File: config.mk
export PLATFORM = sky130hd
export DESIGN_NAME = refclk_ctrl
export DESIGN_NICKNAME = d
export VERILOG_FILES = /design/src/logic/refclk_pkg.sv /design/src/logic/clk_req_pad.sv /design/src/logic/refclk_ctrl.sv
export SDC_FILE = /design/constraint.sdc
export NUM_CORES = 1
export LEC_CHECK = 0
export BUFFER_PORTS_ARGS = -buffer_cell sky130_fd_sc_hd__buf_2
export CAP_MARGIN = 30
export CORE_ASPECT_RATIO = 1.1
export CORE_MARGIN = 2
export CORE_UTILIZATION = 48
export DETAILED_ROUTE_END_ITERATION = 8
export PLACE_DENSITY = 0.77
export SETUP_SLACK_MARGIN = 0.3
export SLEW_MARGIN = 25
export SYNTH_ARGS = -nofsm -noshare
export SYNTH_HDL_FRONTEND = slang
export SYNTH_SLANG_ARGS = --single-unit
File: constraint.sdc
create_clock -name clk_i -period 17.1 [get_ports clk_i]
set_input_delay 1.71 -clock clk_i [delete_from_list [all_inputs] [get_ports clk_i]]
set_output_delay 1.71 -clock clk_i [all_outputs]
set_load 0.05 [all_outputs]
File: src/logic/refclk_pkg.sv
// refclk_pkg: offsets, field positions, reset values and timing counts
// for the reference clock request block; assumes a 32-bit apb map.
package refclk_pkg;

  // register byte offsets
  localparam logic [7:0] CTRL_OFF      = 8'h00;
  localparam logic [7:0] STATUS_OFF    = 8'h04;
  localparam logic [7:0] REF_FREQ_OFF  = 8'h08;
  localparam logic [7:0] TRIM_OFF      = 8'h0C;
  localparam logic [7:0] SLEEP_LEN_OFF = 8'h10;
  localparam logic [7:0] EFF_FREQ_OFF  = 8'h14;
  localparam logic [7:0] DETECT_OFF    = 8'h18;

  // control field positions
  localparam int CTRL_SLEEP_BIT    = 0;
  localparam int CTRL_PIN_GPIO_BIT = 1;
  localparam int CTRL_GPIO_VAL_BIT = 2;
  localparam int CTRL_LPO_EXT_BIT  = 3;
  localparam int CTRL_DETECT_BIT   = 4;

  // status field positions
  localparam int STAT_AWAKE_BIT    = 0;
  localparam int STAT_DET_OK_BIT   = 1;
  localparam int STAT_DET_FAIL_BIT = 2;
  localparam int STAT_NVRAM_BIT    = 3;
  localparam int STAT_POL_BIT      = 4;
  localparam int STAT_COMBINE_BIT  = 5;

  // reset values
  localparam logic [15:0] DEFAULT_REF_KHZ   = 16'h4E20;
  localparam logic [5:0]  TRIM_RESET        = 6'h00;
  localparam logic [15:0] SLEEP_LEN_RESET   = 16'h0020;

  // trimming: 2 ppm steps over +-50 ppm
  localparam int TRIM_STEP_PPM  = 2;
  localparam int TRIM_RANGE_PPM = 50;
  localparam int TRIM_MAX_STEPS = TRIM_RANGE_PPM / TRIM_STEP_PPM;
  localparam int KHZ_PER_STEP_DIV = 1000 / TRIM_STEP_PPM;

  // auto-detect limits in ppm
  localparam int REF_DEV_MAX_PPM = 50;
  localparam int LPO_DEV_MAX_PPM = 250;

  // timing
  localparam int CLK_FREQ_HZ = 100_000_000;
  localparam int LPO_FREQ_HZ = 32_768;
  localparam int INT_LPO_DIV = CLK_FREQ_HZ / LPO_FREQ_HZ;

  // core power state, gray along awake -> sleep -> wake
  typedef enum logic [1:0] {
    ST_AWAKE = 2'b00,
    ST_SLEEP = 2'b01,
    ST_WAKE  = 2'b11
  } pwr_state_t;

endpackage : refclk_pkg
File: src/logic/clk_req_pad.sv
// clk_req_pad: pad-ring gate that forms the reference clock request pin.
// assumes straps and the external request are driven firmly, never floating.
`timescale 1ns/1ns
module clk_req_pad (
  // straps
  input  wire logic request_polarity_strap_i,
  input  wire logic combine_mode_strap_i,
  // requests
  input  wire logic awake_i,
  input  wire logic ext_req_i,
  // pin reuse
  input  wire logic pin_gpio_mode_i,
  input  wire logic gpio_val_i,
  // pad
  output logic      clk_req_o
);

  logic req_own;

  // no clock or reset here, so the gate works with the core asleep or off
  always_comb begin
    req_own = request_polarity_strap_i ? awake_i : ~awake_i;
    if (pin_gpio_mode_i) begin
      clk_req_o = gpio_val_i;
    end else if (!combine_mode_strap_i) begin
      clk_req_o = req_own;
    end else if (request_polarity_strap_i) begin
      clk_req_o = ext_req_i | awake_i;
    end else begin
      clk_req_o = ext_req_i & ~awake_i;
    end
  end

endmodule : clk_req_pad

File: src/logic/refclk_ctrl.sv
// refclk_ctrl: reference clock request, reference setting, trimming,
// auto-detect and low-power sleep timing, reached over apb.
// assumes one 100 MHz clock; straps and pins synchronous to it.
//
// Operation
// - the request is asserted while awake and deasserted while asleep.
// - polarity strap 0 gives an active-low request, 1 an active-high one.
// - without the combine strap only the internal need drives the request.
// - combine with polarity 1 drives external request OR awake.
// - combine with polarity 0 drives external request AND NOT awake.
// - the combining gate works while the core sleeps or is powered off.
// - the request pin may be reassigned to general-purpose use.
// - the reference defaults to 20 MHz when nothing else is set.
// - reference frequency is tuned in 2 ppm steps, 40 Hz each at the 20 MHz default.
// - auto-detect accepts a standard value only within 50 and 250 ppm.
// - initial reference tolerance is trimmed over +-50 ppm.
// - sleep is timed from a 32.768 kHz low-power clock, external or internal.
// - a stored nonvolatile reference value, loaded at reset, overrides the default.
//
// The implementer's own choices: the placing of the registers and the APB slave port.
`timescale 1ns/1ns
module refclk_ctrl #(
  parameter int unsigned LPO_DIV = refclk_pkg::INT_LPO_DIV
) (
  // clock and reset
  input  wire logic        clk_i,
  input  wire logic        rst_b_i,
  // apb slave
  input  wire logic        psel_i,
  input  wire logic        penable_i,
  input  wire logic        pwrite_i,
  input  wire logic [7:0]  paddr_i,
  input  wire logic [31:0] pwdata_i,
  output logic [31:0]      prdata_o,
  output logic             pready_o,
  output logic             pslverr_o,
  // straps and request pins
  input  wire logic        request_polarity_strap_i,
  input  wire logic        combine_mode_strap_i,
  input  wire logic        ext_req_i,
  output logic             clk_req_o,
  // low-power oscillator
  input  wire logic        low_power_oscillator_ext_i,
  // nonvolatile configuration
  input  wire logic        nvram_valid_i,
  input  wire logic [15:0] nvram_ref_khz_i,
  input  wire logic [5:0]  nvram_trim_i,
  // frequency measurement for auto-detect
  input  wire logic        meas_valid_i,
  input  wire logic [15:0] meas_ref_khz_i,
  input  wire logic [9:0]  meas_ref_dev_ppm_i,
  input  wire logic [9:0]  meas_lpo_dev_ppm_i,
  // synthesizer setting
  output logic [31:0]      eff_freq_hz_o
);
  import refclk_pkg::*;

  // standard handset reference values in kHz
  function automatic logic is_std_khz(input logic [15:0] khz);
    case (khz)
      16'd12000, 16'd13000, 16'd14400, 16'd15360, 16'd16200, 16'd16800,
      16'd18000, 16'd19200, 16'd19440, 16'd19680, 16'd19800, 16'd20000,
      16'd24000, 16'd26000, 16'd33600, 16'd37400, 16'd38400: is_std_khz = 1'b1;
      default: is_std_khz = 1'b0;
    endcase
  endfunction : is_std_khz

  // clamp a signed step count into the trim range
  function automatic logic [5:0] clamp_trim(input logic [5:0] raw);
    logic signed [6:0] v;
    v = 7'($signed(raw));
    if (v > 7'(TRIM_MAX_STEPS)) begin
      clamp_trim = 6'(TRIM_MAX_STEPS);
    end else if (v < -7'(TRIM_MAX_STEPS)) begin
      clamp_trim = 6'(-TRIM_MAX_STEPS);
    end else begin
      clamp_trim = raw;
    end
  endfunction : clamp_trim

  // state
  pwr_state_t  state_q,     state_d;
  logic [15:0] ref_khz_q,   ref_khz_d;
  logic [5:0]  trim_q,      trim_d;
  logic [15:0] sleep_len_q, sleep_len_d;
  logic [15:0] sleep_cnt_q, sleep_cnt_d;
  logic        pin_gpio_q,  pin_gpio_d;
  logic        gpio_val_q,  gpio_val_d;
  logic        lpo_ext_q,   lpo_ext_d;
  logic        det_busy_q,  det_busy_d;
  logic        det_ok_q,    det_ok_d;
  logic        det_fail_q,  det_fail_d;
  logic [15:0] det_khz_q,   det_khz_d;
  logic        nv_done_q,   nv_done_d;
  logic        nv_used_q,   nv_used_d;
  logic [11:0] div_cnt_q,   div_cnt_d;
  logic        lpo_ext_dl_q;
  logic        lpo_int_q,   lpo_int_d;
  logic [31:0] prdata_q,    prdata_d;
  logic        pready_q,    pready_d;
  logic        pslverr_q,   pslverr_d;
  logic [31:0] eff_q,       eff_d;

  logic        setup;
  logic        wr;
  logic        lpo_tick;
  logic        awake;
  logic signed [31:0] step_hz;

  assign setup = psel_i & ~penable_i;
  assign wr    = psel_i & penable_i & pwrite_i;
  assign awake = (state_q != ST_SLEEP);

  // low-power tick, external edge or internal divider
  assign lpo_tick = lpo_ext_q ? (low_power_oscillator_ext_i & ~lpo_ext_dl_q) : lpo_int_q;

  always_comb begin
    div_cnt_d = div_cnt_q + 12'h001;
    lpo_int_d = 1'b0;
    if (div_cnt_q == 12'(LPO_DIV - 1)) begin
      div_cnt_d = 12'h000;
      lpo_int_d = 1'b1;
    end
  end

  // power state and sleep timing
  always_comb begin
    state_d     = state_q;
    sleep_cnt_d = sleep_cnt_q;
    case (state_q)
      ST_AWAKE: begin
        if (wr && paddr_i == CTRL_OFF && pwdata_i[CTRL_SLEEP_BIT]) begin
          state_d     = ST_SLEEP;
          sleep_cnt_d = sleep_len_q;
        end
      end
      ST_SLEEP: begin
        if (lpo_tick) begin
          if (sleep_cnt_q <= 16'h0001) begin
            state_d = ST_WAKE;
          end
          sleep_cnt_d = sleep_cnt_q - 16'h0001;
        end
      end
      ST_WAKE: begin
        state_d     = ST_AWAKE;
        sleep_cnt_d = 16'h0000;
      end
      default: begin
        state_d = ST_AWAKE;
      end
    endcase
  end

  // configuration, nonvolatile load and auto-detect
  always_comb begin
    ref_khz_d   = ref_khz_q;
    trim_d      = trim_q;
    sleep_len_d = sleep_len_q;
    pin_gpio_d  = pin_gpio_q;
    gpio_val_d  = gpio_val_q;
    lpo_ext_d   = lpo_ext_q;
    det_busy_d  = det_busy_q;
    det_ok_d    = det_ok_q;
    det_fail_d  = det_fail_q;
    det_khz_d   = det_khz_q;
    nv_done_d   = 1'b1;
    nv_used_d   = nv_used_q;
    // stored value caught once after reset release
    if (!nv_done_q && nvram_valid_i) begin
      ref_khz_d = nvram_ref_khz_i;
      trim_d    = clamp_trim(nvram_trim_i);
      nv_used_d = 1'b1;
    end
    // detect only within both deviation limits
    if (det_busy_q && meas_valid_i) begin
      det_busy_d = 1'b0;
      det_khz_d  = meas_ref_khz_i;
      if (is_std_khz(meas_ref_khz_i) &&
          meas_ref_dev_ppm_i < 10'(REF_DEV_MAX_PPM) &&
          meas_lpo_dev_ppm_i < 10'(LPO_DEV_MAX_PPM)) begin
        ref_khz_d = meas_ref_khz_i;
        det_ok_d  = 1'b1;
      end else begin
        det_fail_d = 1'b1;
      end
    end
    if (wr) begin
      case (paddr_i)
        CTRL_OFF: begin
          pin_gpio_d = pwdata_i[CTRL_PIN_GPIO_BIT];
          gpio_val_d = pwdata_i[CTRL_GPIO_VAL_BIT];
          lpo_ext_d  = pwdata_i[CTRL_LPO_EXT_BIT];
          if (pwdata_i[CTRL_DETECT_BIT] && !(det_busy_q && meas_valid_i)) begin
            det_busy_d = 1'b1;
            det_ok_d   = 1'b0;
            det_fail_d = 1'b0;
          end
        end
        REF_FREQ_OFF:  ref_khz_d   = pwdata_i[15:0];
        TRIM_OFF:      trim_d      = clamp_trim(pwdata_i[5:0]);
        SLEEP_LEN_OFF: sleep_len_d = pwdata_i[15:0];
        default: begin
        end
      endcase
    end
  end

  // one step is 2 ppm of the reference
  always_comb begin
    step_hz = 32'($signed({16'h0000, ref_khz_q}) / KHZ_PER_STEP_DIV);
    eff_d   = 32'(32'(ref_khz_q) * 32'd1000 + 32'($signed(trim_q) * step_hz));
  end

  // apb: read data and answer prepared in setup, shown in access
  always_comb begin
    prdata_d  = prdata_q;
    pready_d  = setup;
    pslverr_d = 1'b0;
    if (setup) begin
      prdata_d = 32'h0000_0000;
      case (paddr_i)
        CTRL_OFF: begin
          prdata_d[CTRL_PIN_GPIO_BIT] = pin_gpio_q;
          prdata_d[CTRL_GPIO_VAL_BIT] = gpio_val_q;
          prdata_d[CTRL_LPO_EXT_BIT]  = lpo_ext_q;
          prdata_d[CTRL_DETECT_BIT]   = det_busy_q;
        end
        STATUS_OFF: begin
          prdata_d[STAT_AWAKE_BIT]    = awake;
          prdata_d[STAT_DET_OK_BIT]   = det_ok_q;
          prdata_d[STAT_DET_FAIL_BIT] = det_fail_q;
          prdata_d[STAT_NVRAM_BIT]    = nv_used_q;
          prdata_d[STAT_POL_BIT]      = request_polarity_strap_i;
          prdata_d[STAT_COMBINE_BIT]  = combine_mode_strap_i;
        end
        REF_FREQ_OFF:  prdata_d[15:0] = ref_khz_q;
        TRIM_OFF:      prdata_d       = 32'($signed(trim_q));
        SLEEP_LEN_OFF: prdata_d[15:0] = sleep_len_q;
        EFF_FREQ_OFF:  prdata_d       = eff_q;
        DETECT_OFF:    prdata_d[15:0] = det_khz_q;
        default:       pslverr_d      = 1'b1;
      endcase
    end
  end

  always_ff @(posedge clk_i) begin
    if (!rst_b_i) begin
      state_q      <= ST_AWAKE;
      ref_khz_q    <= DEFAULT_REF_KHZ;
      trim_q       <= TRIM_RESET;
      sleep_len_q  <= SLEEP_LEN_RESET;
      sleep_cnt_q  <= 16'h0000;
      pin_gpio_q   <= 1'b0;
      gpio_val_q   <= 1'b0;
      lpo_ext_q    <= 1'b0;
      det_busy_q   <= 1'b0;
      det_ok_q     <= 1'b0;
      det_fail_q   <= 1'b0;
      det_khz_q    <= 16'h0000;
      nv_done_q    <= 1'b0;
      nv_used_q    <= 1'b0;
      div_cnt_q    <= 12'h000;
      lpo_ext_dl_q <= 1'b0;
      lpo_int_q    <= 1'b0;
      prdata_q     <= 32'h0000_0000;
      pready_q     <= 1'b0;
      pslverr_q    <= 1'b0;
      eff_q        <= 32'h0000_0000;
    end else begin
      state_q      <= state_d;
      ref_khz_q    <= ref_khz_d;
      trim_q       <= trim_d;
      sleep_len_q  <= sleep_len_d;
      sleep_cnt_q  <= sleep_cnt_d;
      pin_gpio_q   <= pin_gpio_d;
      gpio_val_q   <= gpio_val_d;
      lpo_ext_q    <= lpo_ext_d;
      det_busy_q   <= det_busy_d;
      det_ok_q     <= det_ok_d;
      det_fail_q   <= det_fail_d;
      det_khz_q    <= det_khz_d;
      nv_done_q    <= nv_done_d;
      nv_used_q    <= nv_used_d;
      div_cnt_q    <= div_cnt_d;
      lpo_ext_dl_q <= low_power_oscillator_ext_i;
      lpo_int_q    <= lpo_int_d;
      prdata_q     <= prdata_d;
      pready_q     <= pready_d;
      pslverr_q    <= pslverr_d;
      eff_q        <= eff_d;
    end
  end

  assign prdata_o      = prdata_q;
  assign pready_o      = pready_q;
  assign pslverr_o     = pslverr_q;
  assign eff_freq_hz_o = eff_q;

  // combinational request gate; the only output not from a flop
  clk_req_pad u_pad (
    .request_polarity_strap_i (request_polarity_strap_i),
    .combine_mode_strap_i     (combine_mode_strap_i),
    .awake_i                  (awake),
    .ext_req_i                (ext_req_i),
    .pin_gpio_mode_i          (pin_gpio_q),
    .gpio_val_i               (gpio_val_q),
    .clk_req_o                (clk_req_o)
  );

endmodule : refclk_ctrl

# Yosys cells after proc, flatten, opt, wreduce, memory -nomap -nowiden
# Cells that the tools add are included.
# word_totals
regBits,160
inputBits,109
out_inout_bits,67
word_cells,142
# classes
n_addsub,3
n_mul,2
div_mod_pow,1
n_lt_le_gt_ge,7
n_eq_ne,30
muxes,48
n_bitwise,10
n_reduce_logical,20
# op_table
cell,n
16-bit by 15-bit equality test with 1-bit output (second input constant),9
16-bit two-way mux,7
16-bit by 14-bit equality test with 1-bit output (second input constant),5
10-bit one-hot mux with 5 select lines,1
16-bit equality test (second input constant),3
16-bit one-hot mux with 3 select lines,1
6-bit two-way mux,7
26-bit by 32-bit adder with 32-bit output,1
17-bit by 10-bit divider with 32-bit output (second input constant),1
6-bit by 32-bit multiplier with 32-bit output,1
16-bit one-hot mux with 2 select lines,1
4-bit one-hot mux with 7 select lines,1
8-bit by 5-bit equality test with 1-bit output (second input constant),3
1-bit two-way mux,24
16-bit by 7-bit multiplier with 23-bit output (second input constant),1
17-bit OR reduction,1
8-bit by 4-bit equality test with 1-bit output (second input constant),2
16-bit by 1-bit <= comparator with 1-bit output (second input constant),1
16-bit by 1-bit subtractor with 16-bit output (second input constant),1
12-bit by 1-bit adder with 12-bit output (second input constant),1
12-bit equality test (second input constant),1
6-bit > comparator (second input constant),2
6-bit less-than comparator (second input constant),2
1-bit one-hot mux with 6 select lines,2
other kinds (21),42

# Longest topological paths before layout
# logic_depth
ltp_word,11
depth_mapped,71
mapped_depth_nobuf,64

# By module
# Synthesis repeated with hierarchy kept, for this count alone.
# unflattened
hier_cells,2172
area_unflattened_um2,17175.2
# modules_own_cells
mod,instances,cells_each,area_each_um2,seq_area_each_um2
refclk_ctrl,1,2166,17133.9,3203.1
clk_req_pad,1,6,41.3,0.0

# Worst setup path before layout
# Ideal clock, no wire load.
# synth_timing
path_kind,flip-flop to flip-flop
start,register ref_khz_q[3]
end,"register eff_q[31], in the netlist eff_freq_hz_o[31]"
setup_time_ps,128
t_arrival_ps,13845
t_required_ps,16972
setup_slack_ps,3127
stages_incl_launch_ff,62
path_buffers,2
synth_period_minus_slack_ps,13973
cell_sequence,dfxtp_1 -> clkinv_1 -> ha_1 -> nand2b_1 -> o211a_2 -> buf_2 -> o21ai_0 -> and3_1 -> ha_1 -> nand4_1 -> o21ai_0 -> a31o_2 -> a221oi_1 -> or3_1 -> a2111oi_4 -> nor3_2 -> a21oi_2 -> o211ai_1 -> [26 not listed] -> o21ai_0 -> a21oi_1 -> o21ai_0 -> a21oi_1 -> o21ai_0 -> a21oi_1 -> o21ai_0 -> a21oi_1 -> o21ai_0 -> a21oi_1 -> o21ai_0 -> a21oi_1 -> o21bai_1 -> a21o_1 -> a21oi_1 -> o21ai_0 -> xnor2_1 -> nor2_1
# synth_via
elab_chain_len,3
elab_cells_between_ends,4
cone_classes,add/sub: 1; mul: 2; div: 1
# synth_rtl
item,line_no,rtl
"start, declared",refclk_ctrl.sv:83,"logic [15:0] ref_khz_q, ref_khz_d;"
"start signal, assigned",refclk_ctrl.sv:272,ref_khz_q <= ref_khz_d;
17-bit by 10-bit divider with 32-bit output,refclk_ctrl.sv:211,"step_hz = 32'($signed({16'h0000, ref_khz_q}) / KHZ_PER_STEP_DIV);"
6-bit by 32-bit multiplier with 32-bit output,refclk_ctrl.sv:212,eff_d = 32'(32'(ref_khz_q) * 32'd1000 + 32'($signed(trim_q) * step_hz));
26-bit by 32-bit adder with 32-bit output (*),refclk_ctrl.sv:212,
"end signal, assigned",refclk_ctrl.sv:269,eff_q <= 32'h0000_0000;
"end signal, assigned",refclk_ctrl.sv:291,eff_q <= eff_d;
"end, declared",refclk_ctrl.sv:102,"logic [31:0] eff_q, eff_d;"
# Mark *: on every way between the ends. The rest lies on a longest branch, timed or not.
# A chain may end at the register's enable or synchronous reset.

# Final worst setup path
# layout_timing
start,register ref_khz_q[3]
end,"register eff_q[28], in the netlist eff_freq_hz_o[28]"
# The elaborated chain is that of the path after synthesis.

==> results.py <==
metrics = {
    "status": {
        "status": "complete, no violations",
    },
    "critical_path": {
        "cpPeakStageDelay_ns": 0.56,
        "cp-end-kind": "flop",
        "slowest_stage": "or3_1",
        "required_ns": 17.42,
        "cpMostUsedCell": "o21ai_0",
        "critPathKind": "reg2reg",
        "startpoint_type": "flop",
        "path_max_fanout": 14,
        "worst_ep_arrival_time_ns": 16.16,
    },
    "timing": {
        "fin_worst_skew_ns": 0.0104,
        "rsz0062_at_grt": "false",
        "relSlewSlack_pct": 34.3,
        "tns_ns": 0,
        "fmax_ghz": 0.0631,
        "min_period_ns": 15.84,
        "worst_pin_slew_ns": 0.986,
        "finalSetupViolCount": 0,
        "slew_violations": 0,
        "finalHoldViolCount": 0,
        "period_share_pct": 92.6,
    },
    "final_layout": {
        "multi_input_area_um2": 13000,
        "final_cell_mix": "nand2_1, nor2_1, buf_2",
        "synthToLayoutAreaGrowth_pct": 14.9,
        "layout_commonest_cell": "nand2_1",
        "fillerInstances": 3223,
        "drive_gt1_share_pct": 16.3,
        "final-seq-area_um2": 3210,
        "finalNetCount": 2734,
        "stdcell_area_um2": 19700,
    },
    "drt": {
        "routed_via_density": 6.09,
        "route.detailed.drc": 0,
        "drt-initial-drc-count": 1712,
        "dr.pass1.iters": 9,
        "wirelength_mm": 53.3,
        "vias": 17543,
        "postRouteAntennaNets": 0,
        "wl_per_cell_um": 18.5,
    },
    "clock_network": {
        "cts_tree": "built",
        "root_buffer": "clkbuf_16",
        "path_clk_slew_ns": 0.07,
        "insertion_delay_ns": 0.44,
        "numCtsBuffers": 17,
        "clockBufferDepth": 2,
        "htreeDepth": 4,
        "cts.sinks": 160,
    },
    "logic_synthesis": {
        "synth_warnings": 0,
        "yosysSeqAreaShare_pct": 18.6,
        "async_reset_ff_share_pct": 0,
        "synth_cell_types": 108,
        "ys_ff_latch": 160,
        "synth_cells": 2208,
        "synthFlopType": "dfxtp_1",
        "synth_fp_nets": 2555,
        "syn_avg_cell_area_um2": 7.78,
        "synth_edf_count": 0,
        "synth_area_um2": 17200,
    },
    "power": {
        "total_power_mw": 2.29,
        "power_leakage_nw": 8.52,
        "seqPwrFrac_pct": 19.3,
        "powerDensity_nw_per_um2": 116,
        "netSwitchingFraction_pct": 44.8,
        "netSwitchingPower_mw": 1.03,
        "pwr-share-comb_pct": 62.2,
        "ir_drop_uv": 138,
        "p_clk_share_pct": 18.5,
        "p_int_mw": 1.27,
    },
    "global_route": {
        "grt.total_usage_pct": 28.6,
        "antenna_found_initial": 1,
        "grt-ovfl-total": 0,
        "grt_pass1_wl_mm": 86.8,
        "grt_pass1_vias": 16676,
        "grt_max_degree": 88,
    },
    "placement": {
        "placed_area_um2": 19000,
        "routabilityCongestion": 0.934,
        "place_hpwl_mm": 41.1,
        "numPortBuffers": 157,
    },
    "floorplan": {
        "core.rowCount": 72,
        "io_pins": 176,
        "start_util_pct": 48.8,
        "coreArea_um2": 35200,
        "die_x_um": 184,
        "fp.dieH_um": 202,
        "dieArea_um2": 37300,
    },
    "min_path": {
        "hp-class": "reg2reg",
    },
    "run": {
        "cap_violations": 0,
    },
}
flip-flops by register name, indices dropped and copies added, names as in the netlist:
register / cells
nv_done_q: 1
gpio_val_q: 1
lpo_ext_q: 1
state_q: 2
sleep_len_q: 16
pin_gpio_q: 1
prdata_o: 32
pready_o: 1
ref_khz_q: 16
lpo_ext_dl_q: 1
pslverr_o: 1
det_khz_q: 16
trim_q: 6
lpo_int_q: 1
nv_used_q: 1
sleep_cnt_q: 16
eff_freq_hz_o: 32
det_ok_q: 1
div_cnt_q: 12
det_busy_q: 1
det_fail_q: 1
power by group through the flow:
stage               combinational (mW)  clock [mW]  sequential (mW)
finish                            1.43       0.424            0.443
global route                      1.60       0.442            0.444
CTS                               1.43       0.424            0.442
detailed placement                1.41           0            0.449
global placement                  1.37           0            0.450
floorplan                        0.962           0            0.533
through the flow:
stage / instances / hold WS (ns) / setup slack [ns] / utilization (%)
after floorplan: 2208 / 0.436 / 3.13 / -
after global placement: 2842 / 0.441 / 1.26 / 53.8
after detailed placement: 2844 / 0.447 / 0.886 / 53.9
after CTS: 2876 / 0.457 / 0.811 / 55.7
after global routing: 2881 / 0.476 / 0.306 / 56.0
final: 2882 / 0.461 / 1.26 / 56.0
timing repair:
action / 4_1_cts / 5_1_grt
buffers inserted: 0 / 4
gates resized for setup: 0 / 18
endpoints found under the setup margin: 0 / 8
hold buffers: 0 / 0
routing by layer:
layer / track usage [%] / vias to the layer above / wire (um)
li1: - / 8257 / -
met1: 39.1 / 8417 / 22900
met2: 46.5 / 768 / 24900
met3: 4.32 / 101 / 4130
met4: 8.31 / 0 / 1380
met5: 0 / - / 0
cells by family after synthesis:
family | synth area share [%]
and+or+nand+nor | 22.0
buffers and inverters | 6.06
adders and majority gates | 21.3
muxes | 1.49
DFF | 18.6
xor gates and xnor gates | 5.15
AOI/OAI and AO/OA | 25.4
cell usage after synthesis, types with 9 or more instances:
cell type,count,area share (%)
ha_1,148,11
xor2_1,27,1.4
nand4_1,22,0.80
o211ai_1,23,1.0
nor3_1,58,1.7
dfxtp_1,160,19
o32ai_1,9,0.46
a21oi_1,152,4.4
nand2_1,275,6.0
clkbuf_1,89,1.9
nor4_1,11,0.40
nor3b_1,9,0.39
o22ai_1,14,0.51
and2_1,36,1.3
o21a_1,10,0.44
fa_1,90,10
or3_1,13,0.47
o21bai_1,12,0.52
xnor2_1,74,3.8
o221ai_1,10,0.51
and3_1,34,1.2
nand3_1,49,1.4
nor2b_1,28,1.0
mux2i_1,21,1.2
nand2b_1,19,0.69
o31ai_1,15,0.66
o31a_1,18,0.92
a21o_1,17,0.74
inv_1,152,3.3
o311ai_0,10,0.51
o21ai_1,9,0.26
a22oi_1,29,1.3
a21boi_0,9,0.39
buf_2,19,0.55
a31oi_1,33,1.2
o21ai_0,138,4.0
a211oi_1,17,0.74
nor2_1,183,4.0
worst paths after layout:
check	end	cells after the start	from	slack, ns
worst min-delay path	sleep_len_q[3]	2	sleep_len_q[3]	0.46
worst max-delay path	eff_freq_hz_o[28]	66	ref_khz_q[3]	1.26
worst min register to register	sleep_len_q[3]	2	sleep_len_q[3]	0.46
worst max register to register	eff_freq_hz_o[28]	66	ref_khz_q[3]	1.26
worst max-delay path, delay by kind of cell, from the launching register on:
kind	cells	cell delay, ns
multiplexers	1	0.16
AND/OR/NAND/NOR	13	2.93
buffers and inverters	8	1.30
flip-flops	1	0.31
AO/OA/AOI/OAI	36	8.08
adder cells (fa/ha/maj)	7	2.81
XOR/XNOR	1	0.10
final cells by class:
cell class,count,area share (%)
antenna,1,0.0127
clock buffer,17,2.16
clock inverter,15,1.10
inverter,154,2.95
multi-input combinational,1780,66.0
sequential,160,16.3
tap,481,3.05
timing repair buffer,274,8.47
Note: power is estimated with default switching activity, not from simulation.
